**src/start_debounce.sv**
```systemverilog
`timescale 1ns/1ns
module start_debounce #(
  parameter int Cycles = 1250000,
  parameter int CntW = 24
) (
  // Clock and reset
  input wire logic clk,
  input wire logic reset,
  // Raw isolated input and clean level
  input wire logic rawIn,
  output logic levelOut
);

  typedef struct packed {
    logic sync1;
    logic sync2;
    logic stable;
    logic [CntW-1:0] cnt;
  } deb_state_t;

  localparam logic [CntW-1:0] LAST = CntW'(Cycles - 1);

  deb_state_t s_r;
  deb_state_t s_nxt;

  if (Cycles < 1 || Cycles > (2 ** CntW)) begin : g_chk
    $error("start_debounce: Cycles does not fit CntW");
  end

  // Level changes only after it has held for the full window
  always_comb begin
    s_nxt = s_r;
    s_nxt.sync1 = rawIn;
    s_nxt.sync2 = s_r.sync1;
    if (s_r.sync2 == s_r.stable) begin
      s_nxt.cnt = '0;
    end else if (s_r.cnt == LAST) begin
      s_nxt.stable = s_r.sync2;
      s_nxt.cnt = '0;
    end else begin
      s_nxt.cnt = s_r.cnt + 1'b1;
    end
  end

  always_ff @(posedge clk) begin
    if (reset) begin
      s_r <= '0;
    end else begin
      s_r <= s_nxt;
    end
  end

  assign levelOut = s_r.stable;

endmodule

```
**config.mk**
```make
export PLATFORM = sky130hd
export DESIGN_NAME = start_debounce
export DESIGN_NICKNAME = d
export VERILOG_FILES = /design/src/start_debounce.sv
export SDC_FILE = /design/constraint.sdc
export NUM_CORES = 1
export LEC_CHECK = 0
export BUFFER_PORTS_ARGS = -buffer_cell sky130_fd_sc_hd__buf_2
export CORE_MARGIN = 8
export CORE_UTILIZATION = 59
export CTS_CLUSTER_DIAMETER = 150
export DETAILED_ROUTE_END_ITERATION = 12
export GPL_ROUTABILITY_DRIVEN = 0
export PLACE_DENSITY = 0.73
export SYNTH_ARGS = -nofsm -noshare
export SYNTH_HDL_FRONTEND = slang
export SYNTH_SLANG_ARGS = --single-unit
```
**constraint.sdc**
```tcl
create_clock -name clk -period 2.3 [get_ports clk]
set_clock_uncertainty 0.05 [all_clocks]
set_input_delay 0.23 -clock clk [delete_from_list [all_inputs] [get_ports clk]]
set_output_delay 0.23 -clock clk [all_outputs]
set_load 0.1 [all_outputs]
```
==> impl_metrics.ini <==
[sta]
setup_viol = 0
rsz0062_at_grt = no
final.setup.worst_slack_ns = 0.395
tightest_slew_ns = 0.484
tns_ns = 0
final-max-slew-violation-count = 0
min_period_ns = 1.90
min_period_over_period_pct = 82.8
hold_slack_ns = 0.0657
hold_viol_final = 0
fmax_ghz = 0.525
max_slew_margin_pct = 68.0

[min_path]
hold_class = in -> reg
holdCritStartpoint = reset

[power]
fin_total_pwr_uw = 680
peakVddDrop_mv = 0.404
power-per-cell-area_mw_per_mm2 = 529
total_leakage_power_uw = 0.000365

[clock_tree]
clk_pin_slew_ns = 0.14
cts_buffer_depth = 2
cts_buffers = 3
numClockSinks = 27
clk_latency_ns = 0.32
post_cts_resized = 0
cts_tree = done
postCtsSetupRepairBufs = 0
cts_root_buf = clkbuf_4
holdBufCountCts = 0
htreeDepth = 1

[routing]
drtIter0Drc = 62
drt_pre_antenna_iters = 4
wl_mm = 2.27
antenna_left = 0
drc = 0
wl_per_cell_um = 13.2
via_per_inst = 5.85
via_count = 1007

[global_routing]
grt_pass1_vias = 903
grt_max_degree = 24
antenna_found_initial = 0
overflow = 0
grt_pass1_wl_mm = 4.05
grt_use_total_pct = 14.0

[worst_setup_path]
start_kind = flop
crit_chain = nand2_1 > or4_4 > or4_1 > a21oi_1
cp.required_ns = 2.51
timing.rr.start = s_r[6]
cp_data_arrival_time_ns = 2.12
crit_start = s_r[6]
critical-path-slowest-cell = or4_4
critical_path.endpoint_type = flop
cp_max_fo = 16
worstSetupPathType = reg -> reg
slowest_delay_ns = 0.64

[layout]
syn2layout_area_growth_pct = 5.23
layout-drive-gt1-share_pct = 7.59
final_nets = 150
n_antenna_cell = 0
nFillCells = 190

[floorplanning]
core_area_sq_mm = 0.00196
die_x_um = 61.5
die_height_um = 61.5
dieArea_sq_mm = 0.00378
placementRows = 16
initial_core_util_pct = 62.2
io_pins = 4

[synthesis]
ys_seq_area_share_pct = 44.3
async_flop_share_pct = 0
ys_ff_latch = 27
synthDistinctLibCells = 28
yosys_warnings = 0
synth_edf_count = 0
synth_nets = 144
avgSynthCellArea_sq_um = 8.72
yosys-top-cells-count = dfxtp_1, a21oi_1, nor2_1
yosysMostFrequentCell = dfxtp_1
synth_top_area_share_pct = 44.3
synth.largest_area_cell = dfxtp_1
syn_inst = 140
synthesis.area_sq_mm = 0.00122
synth_flop_cell = dfxtp_1
synth.area.top_cells = dfxtp_1, a21oi_1, or4_1

[outcome]
status = completed

[placed_design]
placement.io_buffers = 3
pre_cts_ws_ns = 0.439
dp_hpwl_mm = 1.61

[run]
maxCapViolations = 0
stage by stage:
step	instances	util [%]	instance area (sq um)
6_report	172	65.5	1280
5_1_grt	172	65.5	1280
4_1_cts	172	65.5	1280
3_5_place_dp	168	64.2	1260
3_3_place_gp	168	64.2	1260
2_1_floorplan	140	-	1220
path summary, 6_finish.rpt:
kind / to / slack [ns] / depth (start not counted)
setup / recovery: s_r[21] / 0.40 / 4
hold / removal: levelOut / 0.07 / 2
setup reg to reg: s_r[21] / 0.40 / 4
hold reg to reg: s_r[25] / 0.40 / 1
where the power goes:
part           internal [uW]  switching (uW)
registers                470            1.20
logic                   3.70            5.74
clock network           67.9             132
total                    541             139
state kept, by name, indices dropped and copies added (netlist names):
signal    cells
s_r          25
levelOut      1
s_nxt         1
kinds of logic (layout without fill, tap and decap cells):
group	after synthesis	in the layout	share of synthesized area [%]
compound gates	29	29	13.5
xor+xnor	10	10	7.17
fa+ha+maj	1	1	1.02
buf+inv	8	13	3.07
flops	27	27	44.3
simple gates	65	65	30.9
cell usage in the layout (no fill, tap or decap), types with 5 or more instances in the layout:
cell type	instances
xor2_1	5
nand4_1	5
xnor2_1	5
or3_1	6
o31ai_1	8
dfxtp_1	27
nor2_1	11
or4_1	9
a21oi_1	14
o21ai_0	6
nand2_1	9
inv_1	5
nand3_1	7
worst max-delay path, delay by kind of cell, from the launching register on:
kind               cells  cell delay, ns
AOI/OAI and AO/OA      1            0.15
DFF                    1            0.41
and+or+nand+nor        3            1.25
layout make-up:
cell class | instances | area [sq um] | area share (%)
clock buffer | 4 | 26.3 | 2.04
timing repair buffer | 4 | 22.5 | 1.75
multi-input combinational | 105 | 643 | 50.0
sequential | 27 | 541 | 42.1
tap | 27 | 33.8 | 2.63
inverter | 5 | 18.8 | 1.46
metal layers:
metal | global-route usage [%] | vias to the layer above | part of all wire [%]
li1 | - | 523 | -
met1 | 18.9 | 468 | 51
met2 | 20.5 | 11 | 45
met3 | 3.13 | 5 | 2.1
met4 | 5.84 | 0 | 1.5
met5 | 0 | - | 0
Note: power is estimated with default switching activity, not from simulation.
